--- config.mk ---
export PLATFORM = sky130hd
export DESIGN_NAME = dpc_dev_flat
export DESIGN_NICKNAME = d
export VERILOG_FILES = /design/src/verilog/dpc_pkg.sv /design/src/verilog/dpc_link_if.sv /design/src/verilog/dpc_fifo.sv /design/src/verilog/dpc_dev.sv /design/src/flat_wrapper.sv
export SDC_FILE = /design/constraint.sdc
export NUM_CORES = 1
export LEC_CHECK = 0
export ABC_AREA = 1
export BUFFER_PORTS_ARGS = -buffer_cell sky130_fd_sc_hd__buf_2
export CAP_MARGIN = 15
export CORE_UTILIZATION = 55
export CTS_CLUSTER_DIAMETER = 30
export DETAILED_ROUTE_END_ITERATION = 7
export PLACE_DENSITY = 0.73
export SLEW_MARGIN = 20
export SYNTH_ARGS = -nofsm -noshare
export SYNTH_HDL_FRONTEND = slang
export SYNTH_SLANG_ARGS = --single-unit
--- constraint.sdc ---
create_clock -name clk_i -period 3.3 [get_ports clk_i]
set_clock_uncertainty 0.2 [all_clocks]
set_input_delay 0.165 -clock clk_i [delete_from_list [all_inputs] [get_ports clk_i]]
set_output_delay 0.165 -clock clk_i [all_outputs]
set_load 0.005 [all_outputs]
--- src/verilog/dpc_pkg.sv ---
// Shared constants and CRC step for the parameter-command link
package dpc_pkg;
    //--------------------------------------------------------------
    // Frame layout
    //--------------------------------------------------------------
    localparam int          FRAME_LEN    = 8;
    localparam int          BODY_LEN     = 6;
    localparam logic [7:0]  TYPE_SET     = 8'h06;
    localparam logic [7:0]  STATION_BCST = 8'hFF;
    localparam logic [7:0]  GROUP_SPECL  = 8'h00;
    localparam logic [7:0]  IDX_RUN      = 8'h02;
    localparam logic [7:0]  IDX_FREQ     = 8'h04;
    localparam int          RUN_FWD_BIT  = 0;
    localparam int          RUN_REV_BIT  = 1;
    localparam int          RUN_CLR_BIT  = 2;
    localparam int          FREQ_SCALE   = 100;
    localparam logic [15:0] FREQ_RST     = 16'h0000;
    //--------------------------------------------------------------
    // CRC
    //--------------------------------------------------------------
    localparam logic [15:0] CRC_PRESET   = 16'hFFFF;
    localparam logic [15:0] CRC_POLY     = 16'hA001;
    localparam int          CRC_STEPS    = 8;
    //--------------------------------------------------------------
    // Host command registers
    //--------------------------------------------------------------
    localparam logic [2:0]  HREG_STATION = 3'h0;
    localparam logic [2:0]  HREG_PARAM   = 3'h1;
    localparam logic [2:0]  HREG_DATA    = 3'h2;
    localparam logic [2:0]  HREG_CTRL    = 3'h3;
    localparam logic [2:0]  HREG_STATUS  = 3'h4;
    localparam logic [2:0]  HREG_RESP    = 3'h5;
    localparam int          ST_BUSY_BIT  = 0;
    localparam int          ST_DONE_BIT  = 1;
    localparam int          ST_CRCE_BIT  = 2;

    function automatic logic [15:0] dpc_crc_byte(input logic [15:0] crc, input logic [7:0] b);
        logic [15:0] c;
        c = crc ^ {8'h00, b};
        for (int i = 0; i < CRC_STEPS; i++) begin
            if (c[0]) begin
                c = (c >> 1) ^ CRC_POLY;
            end else begin
                c = c >> 1;
            end
        end
        return c;
    endfunction : dpc_crc_byte
endpackage : dpc_pkg

--- src/verilog/dpc_link_if.sv ---
// Byte stream link between controller and drive
`timescale 1ns/1ps
`default_nettype none
interface dpc_link_if;
    logic       h2d_valid;
    logic [7:0] h2d_data;
    logic       h2d_ready;
    logic       d2h_valid;
    logic [7:0] d2h_data;
    logic       d2h_ready;
    modport host (output h2d_valid, output h2d_data, input h2d_ready,
                  input d2h_valid, input d2h_data, output d2h_ready);
    modport dev  (input h2d_valid, input h2d_data, output h2d_ready,
                  output d2h_valid, output d2h_data, input d2h_ready);
endinterface : dpc_link_if
`default_nettype wire

--- src/verilog/dpc_fifo.sv ---
// Small flip-flop FIFO with valid/ready on both sides
`timescale 1ns/1ps
`default_nettype none
module dpc_fifo #(
    parameter int W     = 8,
    parameter int DEPTH = 8
) (
    input  wire logic         clk_i,
    input  wire logic         rstn_i,
    input  wire logic         in_valid_i,
    input  wire logic [W-1:0] in_data_i,
    output logic              in_ready_o,
    output logic              out_valid_o,
    output logic [W-1:0]      out_data_o,
    input  wire logic         out_ready_i
);
    localparam int AW = $clog2(DEPTH);
    logic [W-1:0] mem_r [DEPTH];
    logic [AW-1:0] wp_r, wp_nxt, rp_r, rp_nxt;
    logic [AW:0]   cnt_r, cnt_nxt;
    logic          push, pop;

    assign in_ready_o  = (cnt_r != (AW+1)'(DEPTH));
    assign out_valid_o = (cnt_r != '0);
    assign out_data_o  = mem_r[rp_r];
    assign push = in_valid_i && in_ready_o;
    assign pop  = out_valid_o && out_ready_i;

    always_comb begin
        wp_nxt  = push ? ((wp_r == AW'(DEPTH-1)) ? '0 : wp_r + 1'b1) : wp_r;
        rp_nxt  = pop  ? ((rp_r == AW'(DEPTH-1)) ? '0 : rp_r + 1'b1) : rp_r;
        cnt_nxt = cnt_r + (AW+1)'(push) - (AW+1)'(pop);
    end

    always_ff @(posedge clk_i or negedge rstn_i) begin
        if (!rstn_i) begin
            wp_r  <= '0;
            rp_r  <= '0;
            cnt_r <= '0;
        end else begin
            wp_r  <= wp_nxt;
            rp_r  <= rp_nxt;
            cnt_r <= cnt_nxt;
        end
    end

    // Storage needs no reset; empty flag masks stale words
    always_ff @(posedge clk_i) begin
        if (push) begin
            mem_r[wp_r] <= in_data_i;
        end
    end
endmodule : dpc_fifo
`default_nettype wire

--- src/verilog/dpc_dev.sv ---
// Drive end: decodes setting frames and answers good ones sent to its own station
`timescale 1ns/1ps
`default_nettype none
// Overview of operation
// - CRC register starts at all ones
// - XOR each byte into CRC low half
// - Shift right, XOR polynomial on carry
// - Eight steps per byte, every byte
// - CRC sent low byte first, then high
// - CRC covers station through data bytes
// - Group 0, index 2 is run control
// - Bits: forward, reverse, fault clear
// - Group 0, index 4 sets frequency
// - Frequency word is hertz times hundred
// - Two-byte values travel high byte first
// - Refused write answers old stored value
// - Values are integers, decimal point dropped
// - Request: station, 0x06, address, data, CRC
// - Answer echoes station, type, address
module dpc_dev
    import dpc_pkg::*;
#(
    parameter int FIFO_DEPTH = 8
) (
    input  wire logic        clk_i,
    input  wire logic        rstn_i,
    dpc_link_if.dev          link,
    input  wire logic [7:0]  station_i,
    input  wire logic        running_i,
    output logic             forward_run_request_o,
    output logic             reverse_run_request_o,
    output logic             fault_clear_o,
    output logic [15:0]      frequency_setpoint_o,
    output logic             frame_ok_o,
    output logic             crc_err_o
);
    typedef enum logic [1:0] {DS_RX, DS_EXEC, DS_TX} dpc_dstate_t;

    //--------------------------------------------------------------
    // Receive buffer
    //--------------------------------------------------------------
    logic       rx_valid, rx_ready;
    logic [7:0] rx_data;

    dpc_fifo #(.W(8), .DEPTH(FIFO_DEPTH)) u_rx_fifo (
        .clk_i       (clk_i),
        .rstn_i      (rstn_i),
        .in_valid_i  (link.h2d_valid),
        .in_data_i   (link.h2d_data),
        .in_ready_o  (link.h2d_ready),
        .out_valid_o (rx_valid),
        .out_data_o  (rx_data),
        .out_ready_i (rx_ready)
    );

    //--------------------------------------------------------------
    // State
    //--------------------------------------------------------------
    dpc_dstate_t st_r, st_nxt;
    logic [7:0]  buf_r [BODY_LEN];
    logic [7:0]  buf_nxt [BODY_LEN];
    logic [2:0]  idx_r, idx_nxt;
    logic [15:0] crc_r, crc_nxt;
    logic        crc_bad_r, crc_bad_nxt;
    logic        fwd_r, fwd_nxt, rev_r, rev_nxt, clr_r, clr_nxt;
    logic [15:0] freq_r, freq_nxt;
    logic        ok_r, ok_nxt, err_r, err_nxt;
    logic        txv_r, txv_nxt;
    logic [7:0]  txd_r, txd_nxt;
    logic        hs;

    assign rx_ready = (st_r == DS_RX);
    assign hs       = link.d2h_ready && txv_r;

    always_comb begin
        st_nxt      = st_r;
        buf_nxt     = buf_r;
        idx_nxt     = idx_r;
        crc_nxt     = crc_r;
        crc_bad_nxt = crc_bad_r;
        fwd_nxt     = fwd_r;
        rev_nxt     = rev_r;
        clr_nxt     = 1'b0;
        freq_nxt    = freq_r;
        ok_nxt      = 1'b0;
        err_nxt     = 1'b0;
        txv_nxt     = txv_r;
        txd_nxt     = txd_r;
        case (st_r)
            DS_RX: begin
                if (rx_valid) begin
                    if (idx_r < 3'(BODY_LEN)) begin
                        buf_nxt[idx_r] = rx_data;
                        crc_nxt = dpc_crc_byte(crc_r, rx_data);
                    end else if (idx_r == 3'(BODY_LEN)) begin
                        crc_bad_nxt = (rx_data != crc_r[7:0]);
                    end else begin
                        crc_bad_nxt = crc_bad_r || (rx_data != crc_r[15:8]);
                        st_nxt = DS_EXEC;
                    end
                    idx_nxt = idx_r + 3'h1;
                end
            end
            DS_EXEC: begin
                idx_nxt = '0;
                crc_nxt = CRC_PRESET;
                st_nxt  = DS_RX;
                if (crc_bad_r) begin
                    err_nxt = 1'b1;
                end else if ((buf_r[0] == station_i || buf_r[0] == STATION_BCST)
                             && buf_r[1] == TYPE_SET) begin
                    ok_nxt = 1'b1;
                    if (buf_r[2] == GROUP_SPECL && buf_r[3] == IDX_RUN) begin
                        fwd_nxt = buf_r[5][RUN_FWD_BIT];
                        rev_nxt = buf_r[5][RUN_REV_BIT];
                        clr_nxt = buf_r[5][RUN_CLR_BIT];
                    end else if (buf_r[2] == GROUP_SPECL && buf_r[3] == IDX_FREQ) begin
                        if (running_i) begin
                            buf_nxt[4] = freq_r[15:8];
                            buf_nxt[5] = freq_r[7:0];
                        end else begin
                            freq_nxt = {buf_r[4], buf_r[5]};
                        end
                    end
                    // Broadcast frames get no answer, avoiding bus collisions
                    if (buf_r[0] != STATION_BCST) begin
                        st_nxt  = DS_TX;
                        txv_nxt = 1'b1;
                        txd_nxt = buf_r[0];
                        crc_nxt = dpc_crc_byte(CRC_PRESET, buf_r[0]);
                    end
                end
            end
            DS_TX: begin
                if (hs) begin
                    idx_nxt = idx_r + 3'h1;
                    if (idx_r == 3'(FRAME_LEN - 1)) begin
                        txv_nxt = 1'b0;
                        idx_nxt = '0;
                        crc_nxt = CRC_PRESET;
                        st_nxt  = DS_RX;
                    end else if (idx_r < 3'(BODY_LEN - 1)) begin
                        txd_nxt = buf_r[idx_r + 3'h1];
                        crc_nxt = dpc_crc_byte(crc_r, buf_r[idx_r + 3'h1]);
                    end else if (idx_r == 3'(BODY_LEN - 1)) begin
                        txd_nxt = crc_r[7:0];
                    end else begin
                        txd_nxt = crc_r[15:8];
                    end
                end
            end
            default: begin
                st_nxt = DS_RX;
            end
        endcase
    end

    always_ff @(posedge clk_i or negedge rstn_i) begin
        if (!rstn_i) begin
            st_r      <= DS_RX;
            for (int i = 0; i < BODY_LEN; i++) begin
                buf_r[i] <= 8'h00;
            end
            idx_r     <= '0;
            crc_r     <= CRC_PRESET;
            crc_bad_r <= 1'b0;
            fwd_r     <= 1'b0;
            rev_r     <= 1'b0;
            clr_r     <= 1'b0;
            freq_r    <= FREQ_RST;
            ok_r      <= 1'b0;
            err_r     <= 1'b0;
            txv_r     <= 1'b0;
            txd_r     <= 8'h00;
        end else begin
            st_r      <= st_nxt;
            buf_r     <= buf_nxt;
            idx_r     <= idx_nxt;
            crc_r     <= crc_nxt;
            crc_bad_r <= crc_bad_nxt;
            fwd_r     <= fwd_nxt;
            rev_r     <= rev_nxt;
            clr_r     <= clr_nxt;
            freq_r    <= freq_nxt;
            ok_r      <= ok_nxt;
            err_r     <= err_nxt;
            txv_r     <= txv_nxt;
            txd_r     <= txd_nxt;
        end
    end

    //--------------------------------------------------------------
    // Outputs
    //--------------------------------------------------------------
    assign link.d2h_valid        = txv_r;
    assign link.d2h_data         = txd_r;
    assign forward_run_request_o = fwd_r;
    assign reverse_run_request_o = rev_r;
    assign fault_clear_o         = clr_r;
    assign frequency_setpoint_o  = freq_r;
    assign frame_ok_o            = ok_r;
    assign crc_err_o             = err_r;
endmodule : dpc_dev
`default_nettype wire

--- src/flat_wrapper.sv ---
// flat-port wrapper written by rule: the top's interface ports become plain ports
module dpc_dev_flat import dpc_pkg::*;
#(
    parameter int FIFO_DEPTH = 8
)
  (clk_i, rstn_i, station_i, running_i, forward_run_request_o, reverse_run_request_o, fault_clear_o, frequency_setpoint_o, frame_ok_o, crc_err_o, link_h2d_valid, link_h2d_data, link_h2d_ready, link_d2h_valid, link_d2h_data, link_d2h_ready);
  dpc_link_if link_i ();
  input  wire logic clk_i;
  input  wire logic rstn_i;
  input  wire logic [7:0] station_i;
  input  wire logic running_i;
  output logic forward_run_request_o;
  output logic reverse_run_request_o;
  output logic fault_clear_o;
  output logic [15:0] frequency_setpoint_o;
  output logic frame_ok_o;
  output logic crc_err_o;
  input wire logic [$bits(link_i.h2d_valid)-1:0] link_h2d_valid;
  input wire logic [$bits(link_i.h2d_data)-1:0] link_h2d_data;
  output wire logic [$bits(link_i.h2d_ready)-1:0] link_h2d_ready;
  output wire logic [$bits(link_i.d2h_valid)-1:0] link_d2h_valid;
  output wire logic [$bits(link_i.d2h_data)-1:0] link_d2h_data;
  input wire logic [$bits(link_i.d2h_ready)-1:0] link_d2h_ready;
  assign link_i.h2d_valid = link_h2d_valid;
  assign link_i.h2d_data = link_h2d_data;
  assign link_h2d_ready = link_i.h2d_ready;
  assign link_d2h_valid = link_i.d2h_valid;
  assign link_d2h_data = link_i.d2h_data;
  assign link_i.d2h_ready = link_d2h_ready;
  dpc_dev #(.FIFO_DEPTH(FIFO_DEPTH)) u_core (.clk_i(clk_i), .rstn_i(rstn_i), .link(link_i), .station_i(station_i), .running_i(running_i), .forward_run_request_o(forward_run_request_o), .reverse_run_request_o(reverse_run_request_o), .fault_clear_o(fault_clear_o), .frequency_setpoint_o(frequency_setpoint_o), .frame_ok_o(frame_ok_o), .crc_err_o(crc_err_o));
endmodule
== Yosys cells after proc, flatten, opt, wreduce, memory -nomap -nowiden ==
Memory sizes are Yosys's and may differ from the RTL's.
Cells that the tools add are included.
Cells by class
  $add $sub $neg: 5
  order comparisons: 5
  equality and inequality tests: 29
  mux-type cells: 165
  bitwise logic cells: 32
  reductions and logical operators: 25
Operators with widths (number)
  $mux 16: 116
  $mux 8: 10
  $not 2->3: 24
  $bwmux 48: 1
  $pmux 16 s3: 1
  $pmux 16 s2: 1
  $xor 16x8->16: 2
  $bmux 8 s3: 1
  $demux 8 s3: 1
  $mux 1: 17
  $eq 8x3->1 const B: 2
  $mux 2: 8
  $ne 8x8->1: 2
  $not 8->16: 1
  $pmux 8 s2: 1
  $eq 3x3->1 const B: 5
  $mux 3: 5
  $reduce_and 5->1: 3
  $ne 2x1->1 const B: 6
  $ne 2x2->1 const B: 6
  $reduce_and 6->1: 2
  $add 3x1->3 const B: 3
  $pmux 3 s3: 1
  $reduce_and 3->1: 3
  26 further kinds: 39
Word-level totals
  register bits after elaboration: 110
  memory bits (writable): 64
  input bits: 21
  memories kept: 1
Memories
  u_core.u_rx_fifo.mem_r: words 8, bits a word 8, rd ports 1, clocked after memory_dff 0, wr ports 1, line dpc_fifo.sv:18  | logic [W-1:0] mem_r [DEPTH];

== Logic depth before layout (Yosys ltp) ==
Gate-level depths: netlist of the first run.
  depth after elaboration: 54
  gate-level depth with buffers: 25
  gate-level depth less buffers: 22

== Cells and area by module ==
A second synthesis of the first run with hierarchy kept.
Unflattened totals
  cells, all modules: 1203
  area total of the unflattened synthesis: 9909.5 um^2
By module, submodules not included
  dpc_dev: times used 1, cells an instance 853, area each 6442.4 um^2
  dpc_fifo: times used 1, cells an instance 350, area each 3467.1 um^2

== Worst setup path before layout of the first run ==
Ideal clock, no wire load.
  path type: flip-flop to flip-flop
  start: register u_core.idx_r[0]
  end: register u_core.crc_r[0]
  arrival: 2483 ps
  slack: 545 ps
  cell stages (with the launch flop): 26
  buffers on the path: 3
  period minus slack after synthesis: 2755 ps
  path through: dfrtp_1 > buf_6 > inv_2 > buf_2 > ha_1 > buf_2 > inv_1 > nand3_1 > nand2_1 > nand2_1 > nand2_1 > nand2_1 > nand2_1 > nand2_1 > nand2_1 > nand2_1 > nand2_1 > nand2_1 > nand2_1 > nand2_1 > nand2_1 > nand2_1 > nand3_1 > nand3_1 > nand2_1 > inv_1
Between the ends
  longest elaborated chain between the ends: 47
  elaborated cells on any way between the ends: 59
  those cells by class: 1 x add/sub; 2 x order compare; 3 x eq/ne; 43 x mux; 9 x bitwise; 1 x reduce/logical
RTL lines
  from (decl): line dpc_dev.sv:62  | logic [2:0] idx_r, idx_nxt;
  from (signal assigned): line dpc_dev.sv:178  | idx_r <= idx_nxt;
  $add 3x1->3: line dpc_dev.sv:144  | crc_nxt = dpc_crc_byte(crc_r, buf_r[idx_r + 3'h1]);
  $not 3->4 (implied by the code): line dpc_dev.sv:144
  $bmux 8 s3: line dpc_dev.sv:144
  $mux 8 (implied by the code) (2 in a row): line dpc_dev.sv:144
  $xor 16x8->16: line dpc_pkg.sv:39  | c = crc ^ {8'h00, b};
  $mux 16 or $not 2->3 (tied branches)
  $mux 16, on equally long branches: line dpc_dev.sv:142, dpc_pkg.sv:41
  $mux 16, on equally long branches: line dpc_dev.sv:137, dpc_dev.sv:142
  [... 30 more ...]
  $mux 16: line dpc_dev.sv:137  | if (idx_r == 3'(FRAME_LEN - 1)) begin
  $mux 16: line dpc_dev.sv:135  | if (hs) begin
  $mux 16: line dpc_dev.sv:89  | case (st_r)
  $mux 16: line dpc_pkg.sv:41  | if (c[0]) begin
  $mux 16: line dpc_dev.sv:142  | end else if (idx_r < 3'(BODY_LEN - 1)) begin
  $mux 16: line dpc_dev.sv:137
  $mux 16: line dpc_dev.sv:135
  $pmux 16 s3: line dpc_dev.sv:89
  to (signal assigned): line dpc_dev.sv:179  | crc_r <= crc_nxt;
  to (decl): line dpc_dev.sv:63  | logic [15:0] crc_r, crc_nxt;
Parallel ways exist; a longest one is shown, timed or not. The select of a mux whose other input is x is not followed.
A chain may end at the register's enable or synchronous reset.

== Worst setup path after layout of the first run ==
Ends and elaborated chain as after synthesis.

==> results of run 1 <==
cells by family (layout without fill, tap and decap cells):
logic type | after synthesis | after routing | synth area share
AND/OR/NAND/NOR | 542 | 542 | 0.241
AO/OA/AOI/OAI | 253 | 253 | 0.143
buffers and inverters | 171 | 252 | 0.0731
flip-flops | 174 | 174 | 0.486
adder cells (fa/ha/maj) | 26 | 26 | 0.0345
XOR/XNOR | 23 | 23 | 0.0224
worst register-to-register path, cell delays in order, from the launching register on:
cell and delay, ns:
dfrtp_2 0.49, ha_1 0.23, ha_1 0.30, nand2_1 0.17, a21oi_1 0.18, o21ai_0 0.18, nand2_1 0.14, nand2_1 0.06
nand2_1 0.11, nand2_1 0.09, nand3_1 0.09, nand2_1 0.07, inv_1 0.06, nand2_1 0.06, nand2_1 0.09, nand2_1 0.09
nand2_1 0.06, nand2_1 0.05, nand3_1 0.07, nand3_1 0.07, nand2_1 0.06, inv_1 0.03
area by class of cell:
class	count	area, um2	area share
timing repair buffer	92	603	0.0551
tap	225	282	0.0257
sequential	174	4700	0.429
inverter	128	480	0.0439
clock inverter	15	195	0.0178
clock buffer	17	425	0.0389
multi-input combinational	844	4250	0.389
worst min path at each step:
stage	endpoint	from	slack [ns]
after floorplan	u_core.buf_r[0]	rstn_i	-0.33
after CTS	u_core.link.d2h_valid	link_d2h_ready	0.06
after global routing	u_core.link.d2h_valid	link_d2h_ready	0.14
final	u_core.link.d2h_valid	link_d2h_ready	0.09
after detailed placement	u_core.buf_r[41]	rstn_i	0.13
after global placement	u_core.buf_r[43]	rstn_i	0.13
flip-flops by register name, indices dropped and copies added (netlist names):
name / count
u_core.buf_r: 48
u_core.link.d2h_valid: 1
u_core.forward_run_request_o: 1
u_core.crc_bad_r: 1
u_core.reverse_run_request_o: 1
u_core.crc_err_o: 1
u_core.frame_ok_o: 1
u_core.idx_r: 3
u_core.link.d2h_data: 8
u_core.st_r: 2
u_core.frequency_setpoint_o: 16
u_core.u_rx_fifo.rp_r: 3
u_core.u_rx_fifo.wp_r: 3
u_core.u_rx_fifo.mem_r: 64
u_core.fault_clear_o: 1
u_core.u_rx_fifo.cnt_r: 4
u_core.crc_r: 16
metal layers:
layer	wire length, um	global-route usage	share of wire
met2	12900	0.514	0.48
met5	0	0	0
met3	1780	0.0556	0.066
met4	809	0.122	0.030
met1	11500	0.421	0.43
power breakdown:
group	internal [mW]	switching (mW)	total [mW]
Sequential	3.03	0.648	3.68
Clock	1.16	0.964	2.12
Combinational	2.35	4.76	7.11
Total	6.54	6.37	12.9
layout by cell type (no fill, tap or decap), drive strengths merged:
| cell | count |
|---|---|
| o221ai | 5 |
| buf | 82 |
| a22oi | 1 |
| nor4 | 2 |
| nand3 | 106 |
| dlygate4sd3 | 10 |
| o211ai | 7 |
| inv | 133 |
| or2 | 4 |
| xnor2 | 8 |
| a21oi | 70 |
| nand3b | 1 |
| o2111ai | 2 |
| edfxtp | 64 |
| o21a | 1 |
| ha | 25 |
| a31oi | 1 |
| bufinv | 2 |
| fa | 1 |
| nor3 | 6 |
| a21boi | 1 |
| nand4 | 15 |
| clkinv | 8 |
| nand2 | 298 |
| clkbuf | 17 |
| and2 | 2 |
| o21ai | 134 |
| a211oi | 8 |
| a41oi | 1 |
| o22ai | 20 |
| dfstp | 16 |
| o31ai | 2 |
| xor2 | 15 |
| dfrtp | 94 |
| nor2 | 108 |
per-stage QoR:
step | cells | util
floorplan | 1189 | -
global placement | 1453 | 0.592
detailed placement | 1453 | 0.592
CTS | 1495 | 0.634
global route | 1495 | 0.634
finish | 1495 | 0.634
repair_timing:
| action | CTS | global route |
|---|---|---|
| hold buffers | 10 | 0 |
| resized for setup | 0 | 2 |
| setup endpoints to repair | 0 | 3 |
| endpoints found under the hold margin | 114 | 0 |
==> results.py, run 1 <==
metrics = {
    "setup_path": {
        "crit_buf_inv": 2,
        "worstSetupPathType": "reg2reg",
        "cp-start-kind": "register",
        "cp_cell_sequence": "ha_1 > ha_1 > nand2_1 > a21oi_1 > o21ai_0 > nand2_1 > nand2_1 > nand2_1 > nand2_1 > nand3_1 > nand2_1 > inv_1 > nand2_1 > nand2_1 > nand2_1 > nand2_1 > nand2_1 > nand3_1 > nand3_1 > nand2_1 > inv_1",
        "slowest_delay_ns": 0.49,
        "reg2reg_from": "u_core.idx_r[0]",
        "cp.required_ns": 3.47,
        "crit_top_cell": "nand2_1",
        "worstSetupEndpoint": "u_core.crc_r[0]",
        "crit_slowest_cell": "dfrtp_2",
        "cp.depth": 21,
        "worst_setup_path_end_kind": "register",
        "startpoint": "u_core.idx_r[0]",
        "critical-path-top-delay-family": "simple AND/OR/NAND/NOR gates",
        "cp_max_fo": 12,
        "r2r_slack_ns": 0.29,
        "reg2regPathDepth": 21,
        "reg2reg_to": "u_core.crc_r[0]",
        "arrival_ns": 3.18,
    },
    "grt": {
        "antenna_found_initial": 0,
        "grt_max_degree": 65,
        "first_global_vias": 7966,
        "grt_pass1_wl_um": 42900,
        "grt_use_total": 0.315,
        "grt-ovfl-total": 0,
    },
    "synth": {
        "ys_ff_latch": 174,
        "ys_warn_count": 0,
        "synth_top_area_share": 0.244,
        "synth_edf_count": 64,
        "synth_top_cell_by_area": "dfrtp_1",
        "yosys_most_used_dff": "dfrtp_1",
        "synth_top_cells_by_count": "nand2_1 (285), o21ai_0 (126), inv_1 (123), nor2_1 (107), nand3_1 (98)",
        "synth.most_common_cell": "nand2_1",
        "syn_avg_cell_area_um2": 8.12,
        "synthArstFlopShare": 0.632,
        "seq_area_frac_synth": 0.486,
        "synth_fp_nets": 1236,
        "synthCells": 1189,
        "synth_area_mm2": 0.00965,
        "netlist_top_cells_area": "dfrtp_1 (24%), edfxtp_1 (20%), nand2_1 (11%)",
        "yosysUniqueCellTypes": 46,
    },
    "clock_network": {
        "h-tree-depth": 4,
        "clock_latency_ns": 0.44,
        "root_buffer": "clkbuf_16",
        "path_clk_slew_ns": 0.07,
        "cts_tree": "yes",
        "numCtsBuffers": 17,
        "clockBufferDepth": 2,
        "cts_setup_buffers": 0,
        "cts.sinks": 174,
    },
    "timing": {
        "finalHoldViolCount": 0,
        "whs_ns": 0.0856,
        "layout_min_cycle_time_ns": 3.01,
        "grt_setup_unrepaired": "no",
        "setup_ws_ns": 0.294,
        "drv_slew": 0,
        "fmax_mhz": 333,
        "tns_ns": 0,
        "relSlewSlack": 0.441,
        "tightest_slew_ns": 0.838,
        "final-setup-viol-count": 0,
        "fin_crit_sh": 0.911,
    },
    "floorplanning": {
        "row_count": 48,
        "die_area_mm2": 0.0181,
        "die_x_um": 134,
        "io_pins": 52,
        "initial_core_util": 0.560,
        "die_h_um": 134,
        "fp.coreArea_mm2": 0.0172,
    },
    "power": {
        "vdd_ir_drop_max_mv": 0.737,
        "p_leak_nw": 5.25,
        "p_per_area_mw_per_mm2": 1180,
        "report.power.total_mw": 12.9,
    },
    "layout": {
        "antenna_cells": 0,
        "drive_gt1_frac": 0.130,
        "fin_nets": 1304,
        "nFillCells": 1477,
        "postLayoutCellArea_mm2": 0.0109,
        "syn_to_final_growth_pct": 13.3,
    },
    "route": {
        "viasPerCell": 5.66,
        "firstDrtPassIters": 6,
        "drtIter0Drc": 840,
        "ant_nets": 0,
        "drt_wl_total_um": 26900,
        "route.detailed.drc": 0,
        "route.vias.total": 8464,
        "wl_per_cell_um": 18.0,
    },
    "run": {
        "drv_cap": 0,
    },
    "placement": {
        "dp_slack_ns": 0.225,
        "place.gp.congestion": 0.964,
        "placed_area_mm2": 0.0102,
        "portBuffers": 51,
        "dp.final_hpwl_um": 19300,
    },
    "run_status": {
        "status": "completed",
    },
    "worst_hold_path": {
        "hold_class": "in2reg",
        "holdPathStages": 6,
    },
}
No activity file was read; power rests on OpenSTA's default activity.
==> inputs of run 2 (changes only) <==
==> constraint.sdc (replaced) <==
create_clock -name clk_i -period 3.55 [get_ports clk_i]
set_clock_uncertainty 0.2 [all_clocks]
set_input_delay 0.1775 -clock clk_i [delete_from_list [all_inputs] [get_ports clk_i]]
set_output_delay 0.1775 -clock clk_i [all_outputs]
set_load 0.005 [all_outputs]
==> results.py, run 2 (synthesis results as in run 1) <==
metrics = {
    "clock_network": {
        "ctsResizeCount": 0,
        "cts_setup_buffers": 0,
        "cts_tree": "yes",
        "clock_latency_ns": 0.44,
        "hold_buffers": 10,
        "path_clk_slew_ns": 0.07,
        "root_buffer": "clkbuf_16",
        "cts.sinks": 174,
        "numCtsBuffers": 17,
        "clockBufferDepth": 2,
        "h-tree-depth": 4,
    },
    "layout": {
        "largest_reg_flops": 64,
        "top_regs": "u_core.u_rx_fifo.mem_r (64), u_core.buf_r (48)",
        "nFillCells": 1505,
        "drive_gt1_frac": 0.122,
        "final_common_cell": "nand2_1",
        "layout_common_cells": "nand2_1 (285), o21ai_0 (126), inv_1 (123)",
        "top_register": "u_core.u_rx_fifo.mem_r",
        "fin_nets": 1296,
        "fin_cells": 1487,
        "seq_area_mm2": 0.00469,
        "syn_to_final_growth_pct": 12.2,
        "multiInputGateArea_mm2": 0.00425,
        "antenna_cells": 0,
    },
    "power": {
        "report.power.total_mw": 11.8,
        "internal_power_mw": 5.93,
        "p_per_area_mw_per_mm2": 1090,
        "p_sw_frac": 0.499,
        "power.share.clock": 0.160,
        "p_switching_mw": 5.90,
        "seqPwrFrac": 0.288,
        "combPwrFrac": 0.552,
        "p_leak_nw": 5.19,
        "vdd_ir_drop_max_mv": 0.660,
    },
    "placement": {
        "place.gp.congestion": 1.03,
        "dp.cells": 1445,
        "portBuffers": 51,
        "dp.final_hpwl_um": 18600,
    },
    "timing": {
        "layout_min_cycle_time_ns": 3.21,
        "drv_slew": 0,
        "tns_ns": 0,
        "fin_crit_sh": 0.904,
        "tightest_slew_ns": 1.00,
        "grt_setup_unrepaired": "no",
        "fmax_mhz": 312,
        "finalHoldViolCount": 0,
        "final-setup-viol-count": 0,
        "relSlewSlack": 0.330,
    },
    "setup_path": {
        "reg2reg_from": "u_core.idx_r[0]",
        "crit_slowest_cell": "inv_1",
        "crit_buf_inv": 3,
        "cp_cell_sequence": "buf_4 > o21ai_2 > inv_1 > o21ai_0 > nand2_1 > inv_1 > o21ai_0 > o22ai_1",
        "arrival_ns": 3.36,
        "worstSetupPathType": "reg2reg",
        "cp_max_fo": 30,
        "cp.depth": 8,
        "critical-path-top-delay-family": "buffers and inverters",
        "r2r_slack_ns": 0.34,
        "reg2reg_to": "u_core.crc_r[9]",
        "slowest_delay_ns": 0.61,
        "reg2regPathDepth": 8,
        "worst_setup_path_end_kind": "register",
        "cp.required_ns": 3.71,
        "cp-start-kind": "register",
    },
    "grt": {
        "grt_max_degree": 80,
        "grt_pass1_wl_um": 41500,
        "grt-ovfl-total": 0,
        "antenna_found_initial": 0,
        "grt_use_total": 0.304,
        "first_global_vias": 7806,
    },
    "worst_hold_path": {
        "hold_class": "in2reg",
        "hp-start": "link_d2h_ready",
        "holdPathStages": 5,
        "hold_end": "u_core.link.d2h_valid",
    },
    "run_status": {
        "status": "completed",
    },
    "route": {
        "viasPerCell": 5.73,
        "route.vias.total": 8517,
        "ant_nets": 0,
        "route.detailed.drc": 0,
        "drtIter0Drc": 669,
        "firstDrtPassIters": 6,
        "wl_per_cell_um": 17.6,
        "drt_wl_total_um": 26200,
    },
    "floorplanning": {
        "row_count": 48,
        "die_area_mm2": 0.0181,
        "initial_core_util": 0.560,
        "io_pins": 52,
        "die_h_um": 134,
        "fp.coreArea_mm2": 0.0172,
        "die_x_um": 134,
    },
    "run": {
        "drv_cap": 0,
    },
}
-- run 2: cell types whose count changed in the layout (fill, tap and decap cells not counted), sizes merged --
cell,delta
buf,-8
clkinvlp,+2
bufinv,-1
clkinv,-3
inv,+2
-- run 2: tightest hold or removal path, stage by stage --
cell     delay [ns]
buf_2          0.09
a21oi_1        0.13
inv_1          0.10
nand4_1        0.13
o21ai_0        0.08
-- run 2: worst max path at each step --
| stage | slack (ns) | startpoint | endpoint |
|---|---|---|---|
| CTS | 0.43 | u_core.idx_r[0] | u_core.crc_r[15] |
| global route | 0.02 | u_core.idx_r[0] | u_core.crc_r[0] |
| finish | 0.34 | u_core.idx_r[0] | u_core.crc_r[9] |
| global placement | 0.60 | u_core.idx_r[0] | u_core.crc_r[9] |
| floorplan | 0.79 | u_core.idx_r[0] | u_core.crc_r[0] |
| detailed placement | 0.46 | u_core.idx_r[0] | u_core.crc_r[15] |
-- run 2: routing by layer --
layer | up-vias | share of wire | global-route usage
met5 | - | 0 | 0
met4 | 0 | 0.033 | 0.142
met3 | 60 | 0.074 | 0.0552
met2 | 399 | 0.47 | 0.484
met1 | 3963 | 0.42 | 0.404
li1 | 4095 | - | -
-- run 2: area by class of cell --
type	instances	share of cell area
Clock buffer	17	0.0393
Clock inverter	15	0.0152
Inverter	128	0.0444
Multi-Input combinational cell	844	0.392
Sequential cell	174	0.433
Tap cell	225	0.0260
Timing Repair Buffer	84	0.0493
-- run 2: power groups by stage --
stage | combinational [mW] | clock [mW] | sequential, mW
finish | 6.54 | 1.90 | 3.40
global route | 7.29 | 1.98 | 3.46
CTS | 6.45 | 1.91 | 3.39
detailed placement | 6.38 | 0 | 3.42
global placement | 6.25 | 0 | 3.41
floorplan | 4.80 | 0 | 3.19
-- run 2: through the flow --
stage | cell area, um2 | utilization | worst slack [ns] | hold WS (ns)
6_report | 10800 | 0.628 | 0.342 | 0.125
4_1_cts | 10800 | 0.628 | 0.432 | 0.101
3_3_place_gp | 10100 | 0.588 | 0.602 | 0.210
5_1_grt | 10800 | 0.628 | 0.0157 | 0.149
2_1_floorplan | 9650 | - | 0.795 | -0.318
3_5_place_dp | 10100 | 0.588 | 0.462 | 0.223
